===== src/verilog/amf_consts.vh =====
// Constants for the customer-end multiframe, service channel and scrambler block
`ifndef AMF_CONSTS_VH
`define AMF_CONSTS_VH
`define AMF_TX_OFFSET    10'h0247
`define AMF_GUARD_HI     5'h10
`define AMF_GUARD_LO     5'h02
`define AMF_TAP_A        9
`define AMF_TAP_B        11
`define AMF_SVC_PER_FRAME 2'h3
`define AMF_ST_ALIGNED   2'h0
`define AMF_ST_PREALARM  2'h1
`define AMF_ST_OUT       2'h2
`endif


===== src/verilog/amf_line_framer.v =====
// Customer-end multiframe alignment, frame timing, service channel and scrambler
`timescale 1ns/1ps
`include "amf_consts.vh"
module amf_line_framer #(
  parameter TX_OFFSET = `AMF_TX_OFFSET
) (
  input  wire       clk,           // System clock
  input  wire       sys_rst,       // Synchronous reset, high
  input  wire       bitTick,       // One pulse per line bit period
  input  wire       rxFrameStart,  // First bit of a received frame
  input  wire       rxSvcBit,      // Received service channel bit
  input  wire       rxSvcValid,    // Qualifies rxSvcBit
  input  wire       rxLineBit,     // Scrambled received bit
  input  wire       rxLineValid,   // Qualifies rxLineBit
  input  wire       txData,        // Clear transmit bit
  input  wire       txDataValid,   // Qualifies txData
  input  wire       txSvcReq,      // Framer asks for next service bit
  input  wire [8:0] txMsg,         // Outgoing message information bits
  input  wire       txMsgLoad,     // Load txMsg
  input  wire       txNeedAck,     // Loaded message awaits acknowledge
  input  wire       rxAckSeen,     // Exchange end acknowledged
  input  wire       linkActive,    // Link fully active
  input  wire       exchangeGo,    // Exchange end allows transmission
  input  wire       powerDown,     // Power down request
  input  wire       wholeActivate, // Activate customer interface too
  output reg        txFrameStart,  // First bit of upstream frame
  output reg        txSvcBit,      // Outgoing service channel bit
  output reg  [8:0] rxMsg,         // Received message information bits
  output reg        rxMsgValid,    // One pulse per good multiframe
  output reg  [1:0] mfState,       // Multiframe alignment state
  output reg        mfLoss,        // Loss of multiframe pulse
  output wire       txBusy,        // Waiting for acknowledge
  output wire       txDataReady,   // Low while a ZERO is forced
  output reg        txLineBit,     // Scrambled transmit bit
  output reg        txLineValid,   // Qualifies txLineBit
  output reg        txParityBit,   // Frame parity bit to send
  output reg        rxData,        // Descrambled received bit
  output reg        rxDataValid,   // Qualifies rxData
  output wire       txDrive,       // Transmitter may drive the line
  output wire       custIfEnable   // Customer interface activated
);

  // Build the sixteen service bits from nine information bits
  function [15:0] svcBuild;
    input [8:0] inf;
    begin
      svcBuild[15:13] = inf[8:6];
      svcBuild[12]    = ~^inf[8:6];
      svcBuild[11:9]  = inf[5:3];
      svcBuild[8]     = ^inf[5:3];
      svcBuild[7:5]   = inf[2:0];
      svcBuild[4]     = ^inf[2:0];
      svcBuild[3:0]   = svcBuild[15:12] ^ svcBuild[11:8] ^ svcBuild[7:4];
    end
  endfunction

  // Transmit gating
  wire txOn;                        // Transmitter allowed on line
  assign txOn = linkActive & exchangeGo & ~powerDown;
  assign txDrive = txOn;
  assign custIfEnable = linkActive & wholeActivate;

  // Upstream frame offset counter
  reg [9:0] offCnt_reg;             // Bit periods since rx frame start
  reg       offRun_reg;             // Counting in progress

  // Offset timing from received frame
  always @(posedge clk) begin
    if (sys_rst) begin
      offCnt_reg   <= 10'h0000;
      offRun_reg   <= 1'b0;
      txFrameStart <= 1'b0;
    end else begin
      txFrameStart <= 1'b0;
      if (rxFrameStart) begin
        // Restart on every received frame
        offCnt_reg <= 10'h0000;
        offRun_reg <= 1'b1;
      end else if (offRun_reg && bitTick) begin
        if (offCnt_reg == TX_OFFSET - 10'h0001) begin
          txFrameStart <= 1'b1;
          offRun_reg   <= 1'b0;
        end
        offCnt_reg <= offCnt_reg + 10'h0001;
      end
    end
  end

  // Receive service channel collection
  reg [1:0]  rxBitIdx_reg;          // Bit within frame
  reg [3:0]  rxNib_reg;             // Current frame bits
  reg [15:0] rxWord_reg;            // Last four frames
  reg [1:0]  rxFrm_reg;             // Frame within multiframe
  wire [3:0] nibNext;               // Nibble including new bit
  wire [15:0] wordNext;             // Window including this frame
  wire       frameDone;             // Fourth bit of frame seen
  wire       chkOk;                 // Parity pattern good
  assign nibNext   = {rxNib_reg[2:0], rxSvcBit};
  assign wordNext  = {rxWord_reg[11:0], nibNext};
  assign frameDone = rxSvcValid && (rxBitIdx_reg == `AMF_SVC_PER_FRAME);
  assign chkOk     = (svcBuild({wordNext[15:13], wordNext[11:9], wordNext[7:5]}) == wordNext);

  // Alignment state machine and message capture
  always @(posedge clk) begin
    if (sys_rst) begin
      rxBitIdx_reg <= 2'h0;
      rxNib_reg    <= 4'h0;
      rxWord_reg   <= 16'h0000;
      rxFrm_reg    <= 2'h0;
      mfState      <= `AMF_ST_OUT;
      mfLoss       <= 1'b0;
      rxMsg        <= 9'h000;
      rxMsgValid   <= 1'b0;
    end else begin
      mfLoss     <= 1'b0;
      rxMsgValid <= 1'b0;
      if (rxFrameStart) begin
        rxBitIdx_reg <= 2'h0;
      end else if (rxSvcValid) begin
        rxBitIdx_reg <= rxBitIdx_reg + 2'h1;
        rxNib_reg    <= nibNext;
      end
      if (frameDone) begin
        rxWord_reg <= wordNext;
        rxFrm_reg  <= rxFrm_reg + 2'h1;
        // Aligned states check only at multiframe end
        if (mfState == `AMF_ST_OUT || rxFrm_reg == 2'h3) begin
          if (chkOk) begin
            mfState   <= `AMF_ST_ALIGNED;
            rxFrm_reg <= 2'h0;
            rxMsg     <= {wordNext[15:13], wordNext[11:9], wordNext[7:5]};
            rxMsgValid <= 1'b1;
          end else begin
            case (mfState)
              `AMF_ST_ALIGNED: begin
                mfState <= `AMF_ST_PREALARM;
              end
              `AMF_ST_PREALARM: begin
                mfState <= `AMF_ST_OUT;
                mfLoss  <= 1'b1;
              end
              default: begin
                mfState <= `AMF_ST_OUT;
              end
            endcase
          end
        end
      end
    end
  end

  // Transmit service channel
  reg [15:0] txWord_reg;            // Message word being repeated
  reg [3:0]  txPos_reg;             // Bit position in multiframe
  reg        busy_reg;              // Awaiting acknowledge
  wire       loadOk;                // Load accepted
  assign txBusy = busy_reg;
  // Accept a load only when idle; a message needing acknowledge also needs the link fully active
  assign loadOk = txMsgLoad && !busy_reg && (!txNeedAck || linkActive);

  // Repeat message every multiframe
  always @(posedge clk) begin
    if (sys_rst) begin
      txWord_reg <= svcBuild(9'h000);
      txPos_reg  <= 4'h0;
      busy_reg   <= 1'b0;
      txSvcBit   <= 1'b0;
    end else begin
      if (loadOk) begin
        txWord_reg <= svcBuild(txMsg);
        busy_reg   <= txNeedAck;
      end else if (rxAckSeen) begin
        busy_reg   <= 1'b0;
      end
      if (txFrameStart) begin
        // Resync nibble position to frame boundary
        txPos_reg <= {txPos_reg[3:2], 2'h0};
      end else if (txSvcReq) begin
        txSvcBit  <= txWord_reg[4'hf - txPos_reg];
        txPos_reg <= txPos_reg + 4'h1;
      end
    end
  end

  // Scrambler and guard
  reg [10:0] txHist_reg;            // Scrambled output history
  reg [4:0]  txOnes_reg;            // Consecutive ONEs sent
  reg        txLow_reg;             // Low threshold active
  reg        txZeroOdd_reg;         // Odd count of ZEROs this frame
  wire [4:0] txThr;                 // Current threshold
  wire       forceNow;              // Next bit must be forced ZERO
  wire       scrBit;                // Scrambled data bit
  assign txThr       = txLow_reg ? `AMF_GUARD_LO : `AMF_GUARD_HI;
  assign forceNow    = (txOnes_reg == txThr);
  assign txDataReady = txOn & ~forceNow;
  assign scrBit      = txData ^ txHist_reg[`AMF_TAP_A-1] ^ txHist_reg[`AMF_TAP_B-1];

  // Transmit line bits
  always @(posedge clk) begin
    if (sys_rst) begin
      txHist_reg    <= 11'h000;
      txOnes_reg    <= 5'h00;
      txLow_reg     <= 1'b0;
      txZeroOdd_reg <= 1'b0;
      txLineBit     <= 1'b1;
      txLineValid   <= 1'b0;
      txParityBit   <= 1'b1;
    end else begin
      txLineValid <= 1'b0;
      txParityBit <= ~txZeroOdd_reg;
      if (txFrameStart) begin
        txZeroOdd_reg <= 1'b0;
      end
      if (txOn && txDataValid) begin
        txLineValid <= 1'b1;
        if (forceNow) begin
          // Inserted ZERO, data bit held back
          txLineBit  <= 1'b0;
          txOnes_reg <= 5'h00;
          txLow_reg  <= 1'b1;
          // A ZERO on the restart cycle counts for the new frame
          txZeroOdd_reg <= txFrameStart | ~txZeroOdd_reg;
        end else begin
          txLineBit  <= scrBit;
          txHist_reg <= {txHist_reg[9:0], scrBit};
          if (scrBit) begin
            txOnes_reg <= txOnes_reg + 5'h01;
          end else begin
            txOnes_reg <= 5'h00;
            txLow_reg  <= 1'b0;
            txZeroOdd_reg <= txFrameStart | ~txZeroOdd_reg;
          end
        end
      end
    end
  end

  // Descrambler with mirrored guard
  reg [10:0] rxHist_reg;            // Received scrambled history
  reg [4:0]  rxOnes_reg;            // Consecutive ONEs received
  reg        rxLow_reg;             // Mirror low threshold
  wire [4:0] rxThr;                 // Mirror threshold
  assign rxThr = rxLow_reg ? `AMF_GUARD_LO : `AMF_GUARD_HI;

  // Remove inserted ZEROs and descramble
  always @(posedge clk) begin
    if (sys_rst) begin
      rxHist_reg  <= 11'h000;
      rxOnes_reg  <= 5'h00;
      rxLow_reg   <= 1'b0;
      rxData      <= 1'b1;
      rxDataValid <= 1'b0;
    end else begin
      rxDataValid <= 1'b0;
      if (rxLineValid) begin
        if (rxOnes_reg == rxThr) begin
          // Forced ZERO position, dropped
          rxOnes_reg <= 5'h00;
          rxLow_reg  <= 1'b1;
        end else begin
          rxDataValid <= 1'b1;
          rxData      <= rxLineBit ^ rxHist_reg[`AMF_TAP_A-1] ^ rxHist_reg[`AMF_TAP_B-1];
          rxHist_reg  <= {rxHist_reg[9:0], rxLineBit};
          if (rxLineBit) begin
            rxOnes_reg <= rxOnes_reg + 5'h01;
          end else begin
            rxOnes_reg <= 5'h00;
            rxLow_reg  <= 1'b0;
          end
        end
      end
    end
  end

endmodule


===== config.mk =====
export PLATFORM = sky130hd
export DESIGN_NAME = amf_line_framer
export DESIGN_NICKNAME = d
export VERILOG_FILES = /design/src/verilog/amf_line_framer.v
export VERILOG_INCLUDE_DIRS = /design/src /design/src/verilog
export SDC_FILE = /design/constraint.sdc
export NUM_CORES = 1
export LEC_CHECK = 0
export BUFFER_PORTS_ARGS = -buffer_cell sky130_fd_sc_hd__buf_4
export CORE_MARGIN = 1
export CORE_UTILIZATION = 36
export CTS_CLUSTER_DIAMETER = 150
export DETAILED_ROUTE_END_ITERATION = 10
export PLACE_DENSITY_LB_ADDON = 0.1
export SYNTH_ARGS = -nofsm -noshare
export SYNTH_HDL_FRONTEND = slang
export SYNTH_SLANG_ARGS = --single-unit

===== constraint.sdc =====
create_clock -name clk -period 3.1 [get_ports clk]
set_clock_uncertainty 0.05 [all_clocks]
set_input_delay 0.62 -clock clk [delete_from_list [all_inputs] [get_ports clk]]
set_output_delay 0.62 -clock clk [all_outputs]
set_load 0.02 [all_outputs]

==> summary.md, run 1 <==
| Metric | Value |
|---|---|
| Residual DRC | `0` |
| Ant. Diodes | `0` |
| Clock network fraction of design power | `0.414` |
| CP required | `~2400 ps` |
| Critical path peak fanout | `5` |
| Setup Fix Bufs, Post-CTS | `0` |
| RSZ-0062 raised after global routing | `false` |
| Minimum clock period after layout | `2600 ps` |
| Multi-input logic area | `~2400 µm²` |
| First-pass GRT wire length | `roughly 16 mm` |
| Die W | `115 µm` |
| Main synth FF type | `dfxtp_1` |
| Total CTS buffers | `9` |
| Placeable core area | `12,600 µm²` |
| Row cnt | `41` |
| GP Congestion | `0.731` |
| Logic pwr share | `0.078` |
| Crit. End Element | `primary output` |
| Syn Nets | `526` |
| EDFF count, synth | `0` |
| Port Buffers | `50` |
| Final Slew Violations | `0` |
| Synth Warn # | `0` |
| Area Growth Syn to Fin | `18.1%` |
| Max VDD drop | `0.349 mV` |
| Net Sw Frac | `0.234` |
| Post-Synthesis Cells | `around 490` |
| Most frequent cells in the layout | `dfxtp_1 (106), nand2_1 (68), nor2_1 (58)` |
| Congestion Overflow GR | `0` |
| Register Area | `approximately 2100 µm²` |
| CP Launch Point | `txOnes_reg[4]$_SDFFE_PP0P_` |
| Slowest-stage cell, CP | `or3b_2` |
| Post-Route WL | `between 9 and 10 mm` |
| H-Tree Level Count | `3` |
| WS Path Type | `flop to primary output` |
| CP cell instances | `or3b_2 -> a2111oi_4 -> nor2b_1 -> buf_4` |
| Power after layout | `2.79 mW` |
| Max_slew headroom | `0.509` |
| Critical Path AT | `1930 ps` |
| Commonest non-fill, non-tap cell in the layout | `dfxtp_1` |
| Post-DP HPWL | `6.38 mm` |
| Setup_tns | `0 ps` |
| Die Footprint | `13,300 µm²` |
| Asr flop ratio synth | `0` |
| Sequential cell area fraction in the yosys report | `0.459` |
| Final period util | `0.838` |
| Clock Root Buffer | `clkbuf_16` |
| Top Ports | `51` |
| Maxcap violations | `0` |
| Total number of vias | `3,351` |
| Max reg flops | `16` |
| Hold buffers post-CTS | `0` |
| Cell family with most CP delay | `simple AND/OR/NAND/NOR gates` |
| Hold Crit Class | `flop to flop` |
| Fmax | `385 MHz` |
| Sequential share of power | `0.508` |
| Flops & latches, synth | `about 110` |
| CTS tree | `done` |
| Register clock-pin slew on the reported worst setup and hold paths | `roughly 70 ps` |
| GRT Total Usage | `0.152` |
| Synthesized area per cell | `~9.4 µm²` |
| Clock sink count | `106` |
| Vias in the first global route | `3,279` |
| Buf/Inv on CP | `1` |
| Initial antenna violation count | `0` |
| Fin area | `5450 µm²` |
| Power density cells | `511 nW/µm²` |
| Largest net degree at the start of global routing | `between 50 and 60` |
| Net count, final | `568` |
| Net Sw Power | `about 0.65 mW` |
| Worst Setup Start Kind | `flop` |
| Worst R2R Start | `txOnes_reg[4]$_SDFFE_PP0P_` |
| Final hold slack | `375 ps` |
| Post-CTS sizing | `0` |
| Status | `complete, no violations` |
| Antenna violation net count after detailed routing | `0` |
| Die height | `115 µm` |
| Leakage | `2.12 nW` |
| Netlist cell types | `48` |
| Cell Int Power | `2.13 mW` |
| Clk_lat worst skew | `350 ps` |
| DRT Pass-1 Iters | `4` |
| Mapped Area | `4620 µm²` |
| Final setup viols | `0` |
| CTS Buffer Depth | `2` |
| Initial DRC count | `161` |
| Number of fill cells | `1,267` |
| Initial Util | `0.367` |
| Worst-Margin Slew | `roughly 730 ps` |
| Layout cells sized above 1 | `0.158` |
| Final hold vios | `0` |
| Vias per inst | `4.71` |
| Placed instance area | `5150 µm²` |
| Critical path's largest stage delay | `just under 500 ps` |
| Hold_sp | `txZeroOdd_reg$_SDFF_PP0_` |
| Routed length per instance | `12.9 µm` |
==> kinds of logic after synthesis <==
family                   count (synthesis)  synth area share
multiplexers                            48             0.118
adder cells (fa/ha/maj)                  7            0.0190
AO/OA/AOI/OAI                           52            0.0704
buffers and inverters                   31            0.0293
AND/OR/NAND/NOR                        194             0.193
flip-flops                             106             0.459
XOR/XNOR                                54             0.111
==> synth_stat cells, drive strengths merged, types with 4 or more instances <==
| library cell | count | area (µm²) |
|---|---|---|
| mux2i | 42 | 420 |
| xor2 | 16 | 140 |
| ha | 7 | 87.6 |
| dfxtp | 106 | 2120 |
| nor2 | 58 | 218 |
| o21ai | 8 | 40.0 |
| mux4 | 5 | 113 |
| nand2 | 68 | 255 |
| clkbuf | 17 | 63.8 |
| nor3 | 7 | 35.0 |
| and3 | 6 | 37.5 |
| inv | 4 | 15.0 |
| nand4 | 4 | 25.0 |
| a21oi | 30 | 150 |
| xnor2 | 35 | 307 |
| buf | 9 | 52.5 |
| nor2b | 8 | 50.1 |
| nand3 | 22 | 110 |
==> cell type report <==
class / instances / area share
Multi-Input combinational cell: 355 / 0.434
Sequential cell: 106 / 0.389
Timing Repair Buffer: 57 / 0.0785
Clock buffer: 9 / 0.0413
Tap cell: 172 / 0.0395
Clock inverter: 7 / 0.0142
Inverter: 5 / 0.00344
==> worst paths after layout <==
| kind | to | slack (ps) | cells past startpoint |
|---|---|---|---|
| max reg2reg | txHist_reg[7]$_SDFFE_PP0P_ | 730 | 5 |
| min | txParityBit$_SDFF_PP1_ | 380 | 1 |
| max | txDataReady | 500 | 4 |
| min reg2reg | txParityBit$_SDFF_PP1_ | 380 | 1 |
==> power by group through the flow <==
stage / registers (mW) / logic, mW / clock network (mW)
floorplan: 1.44 / 0.151 / 0
global placement: 1.45 / 0.219 / 0
detailed placement: 1.45 / 0.221 / 0
CTS: 1.42 / 0.222 / 1.20
global route: 1.42 / 0.240 / 1.25
finish: 1.42 / 0.216 / 1.15
==> routing by layer <==
metal  vias up  track usage  wire length [µm]
met3         8       0.0496               312
li1       1741            -                 -
met1      1559        0.184              4340
met5         -            0                 0
met4         0       0.0442               102
met2        43        0.259              4410
==> per-stage QoR <==
step,util,instances,setup slack [ps]
2_1_floorplan,-,492,938
3_3_place_gp,0.410,695,803
3_5_place_dp,0.410,695,707
4_1_cts,0.434,711,459
5_1_grt,0.434,711,404
6_report,0.434,711,501
(Power assumes the default switching activity.)
==> run 2, diff against run 1 <==
==> constraint.sdc (replaced) <==
create_clock -name clk -period 2.35 [get_ports clk]
set_clock_uncertainty 0.05 [all_clocks]
set_input_delay 0.47 -clock clk [delete_from_list [all_inputs] [get_ports clk]]
set_output_delay 0.47 -clock clk [all_outputs]
set_load 0.02 [all_outputs]
==> run 2 against run 1 <==
Via count is 0.78% higher. Global-route usage shrank 0.80 points. Design area rose by 0.87%. Register-to-register slack got worse by 500 ps. Sequential cell count unchanged. First-iteration DRC count increased by 1.9%. Utilization up 0.38 points. Cell count up 0.84%. Critical path depth stayed put. Worst setup slack worse by 390 ps. Non-clock buffer count grew 8. Sequential share of layout area down 0.34 points. Largest cell class unchanged. Largest power group unchanged.
==> summary.md, run 2 (synthesis results as in run 1) <==
| Metric | Value |
|---|---|
| Hold buffers post-CTS | `0 (unchanged)` |
| Critical Path AT | `1710 ps (-220 ps)` |
| Fin area | `5500 µm² (+0.87%)` |
| Buf/Inv on CP | `1 (unchanged)` |
| Layout cells sized above 1 | `0.163 (+0.00560)` |
| Setup_tns | `0 ps (unchanged)` |
| WL met2 | `4.28 mm (-2.9%)` |
| Crit. End Element | `primary output` |
| Power density cells | `653 nW/µm² (+28%)` |
| H-Tree Level Count | `3 (unchanged)` |
| Maxcap violations | `0 (unchanged)` |
| Final core utilization | `0.438 (+0.00378)` |
| Total CTS buffers | `9 (unchanged)` |
| First-pass GRT wire length | `14.9 mm (-5.9%)` |
| Final WS setup | `115 ps (-386 ps)` |
| Largest net degree at the start of global routing | `35 (-36%)` |
| Final setup viols | `0 (unchanged)` |
| Vias per inst | `4.71 (about the same)` |
| Total number of vias | `3,377 (+0.78%)` |
| Minimum clock period after layout | `approximately 2200 ps` |
| Max_slew headroom | `0.672 (+0.162)` |
| Pre-CTS WS | `165 ps (-542 ps)` |
| CP cell instances | `or3b_4 -> a2111oi_4 -> nor2b_1 -> buf_4` |
| Placed instance area | `5210 µm² (+1.1%)` |
| Most frequent cells in the layout | `dfxtp_1 (106), nand2_1 (68), buf_4 (64)` |
| Initial Util | `0.367 (unchanged)` |
| Max reg flops | `16 (unchanged)` |
| Max VDD drop | `0.398 mV (+14%)` |
| Die W | `115 µm (unchanged)` |
| Final period util | `0.951` |
| Uppermost layer routed | `met4` |
| Post-Route WL | `8.94 mm (-2.4%)` |
| Residual DRC | `0 (unchanged)` |
| Area Growth Syn to Fin | `19.1%` |
| CP required | `1830 ps (-600 ps)` |
| CTS Buffer Depth | `2 (unchanged)` |
| Critical path peak fanout | `3 (-2)` |
| Die height | `115 µm (unchanged)` |
| Row cnt | `41 (unchanged)` |
| Initial antenna violation count | `0 (unchanged)` |
| Met3 Wirelength | `299 µm (-4.2%)` |
| CTS tree | `done` |
| Status | `complete, no violations` |
| Final Slew Violations | `0 (unchanged)` |
| Ant. Diodes | `0 (unchanged)` |
| RSZ-0062 raised after global routing | `false` |
| Initial DRC count | `164 (+1.9%)` |
| Vias in the first global route | `3,110 (-5.2%)` |
| Commonest non-fill, non-tap cell in the layout | `dfxtp_1` |
| Clock Root Buffer | `clkbuf_16` |
| Port Buffers | `50 (unchanged)` |
| Cell family with most CP delay | `simple AND/OR/NAND/NOR gates` |
| Register clock-pin slew on the reported worst setup and hold paths | `70 ps (about the same)` |
| Slowest-stage cell, CP | `or3b_4` |
| Die Footprint | `13,300 µm² (unchanged)` |
| Worst Setup Start Kind | `flop` |
| Clk_lat worst skew | `340 ps (about the same)` |
| Antenna violation net count after detailed routing | `0 (unchanged)` |
| Routed length per instance | `12.5 µm (-3.2%)` |
| Worst-Margin Slew | `489 ps (-242 ps)` |
| WS Path Type | `flop to primary output` |
| M1 WL | `4.26 mm (-1.8%)` |
| Top Ports | `51 (unchanged)` |
| GRT Total Usage | `0.144 (-0.00797)` |
| Clock sink count | `106 (unchanged)` |
| Critical path's largest stage delay | `400 ps (-90 ps)` |
| Hold Crit Class | `input pin to flop` |
| Fmax | `about 450 MHz` |
| Congestion Overflow GR | `0 (unchanged)` |
| GP Congestion | `0.769 (+5.2%)` |
| Net count, final | `576 (+1.4%)` |
| Post-DP HPWL | `6.16 mm (-3.5%)` |
| DRT Pass-1 Iters | `4 (unchanged)` |
| Leakage | `2.16 nW (+1.6%)` |
| Final hold vios | `0 (unchanged)` |
| Placeable core area | `12,600 µm² (unchanged)` |
run 2: cell count changes in the layout (fill, tap and decap cells not counted), sizes merged:
cell    delta
clkinv     -2
clkbuf     +2
buf        +8
inv        -2
run 2: worst reg2reg max path, stage by stage, from the launching register on:
cell and delay [ps]:
dfxtp_1 350, or3b_4 400, a2111oi_4 370, buf_4 160, buf_4 110, nand2b_1 150, buf_12 150, mux2i_1 200
nor2_1 50
run 2: worst paths after layout:
kind | startpoint | depth (start not counted) | slack [ps] | end
setup reg to reg | txOnes_reg[4]$_SDFFE_PP0P_ | 8 | 230 | txHist_reg[4]$_SDFFE_PP0P_
hold / removal | txNeedAck | 3 | 310 | txBusy$_SDFFE_PP0P_
setup / recovery | txOnes_reg[4]$_SDFFE_PP0P_ | 4 | 120 | txDataReady
hold reg to reg | txZeroOdd_reg$_SDFF_PP0_ | 1 | 340 | txParityBit$_SDFF_PP1_
run 2: timing repair:
action                                  in CTS  in global routing
setup buffers                                1                  1
pin swaps                                    1                  1
resized for setup                            0                  1
endpoints found under the setup margin       1                  1
run 2: layout make-up:
| class | instances | area [µm²] |
|---|---|---|
| fillers | 1246 | 7070 |
| inverters | 5 | 18.8 |
| clock buffers | 11 | 233 |
| clock inverters | 3 | 42.5 |
| repair buffers | 65 | 500 |
| flip-flops and latches | 106 | 2120 |
| multi-input cells | 355 | 2370 |
| well taps | 172 | 215 |
run 2: per-layer routing:
metal	vias to the layer above	track usage
li1	1759	-
met1	1575	0.172
met2	38	0.244
met3	5	0.0511
met4	0	0.0442
met5	-	0
run 2: report_power, final:
part / switching, mW / internal, mW / leakage, nW
sequential: 0.0317 / 1.84 / 0.859
clock: 0.620 / 0.813 / 0.131
combinational: 0.145 / 0.144 / 1.17
run 2: stage by stage:
step / power (mW) / hold WS (ps) / instances
5_1_grt: 3.76 / 305 / 717
3_5_place_dp: 2.20 / 331 / 701
6_report: 3.59 / 310 / 717
4_1_cts: 3.67 / 294 / 716
3_3_place_gp: 2.20 / 334 / 701
2_1_floorplan: 2.10 / 317 / 492
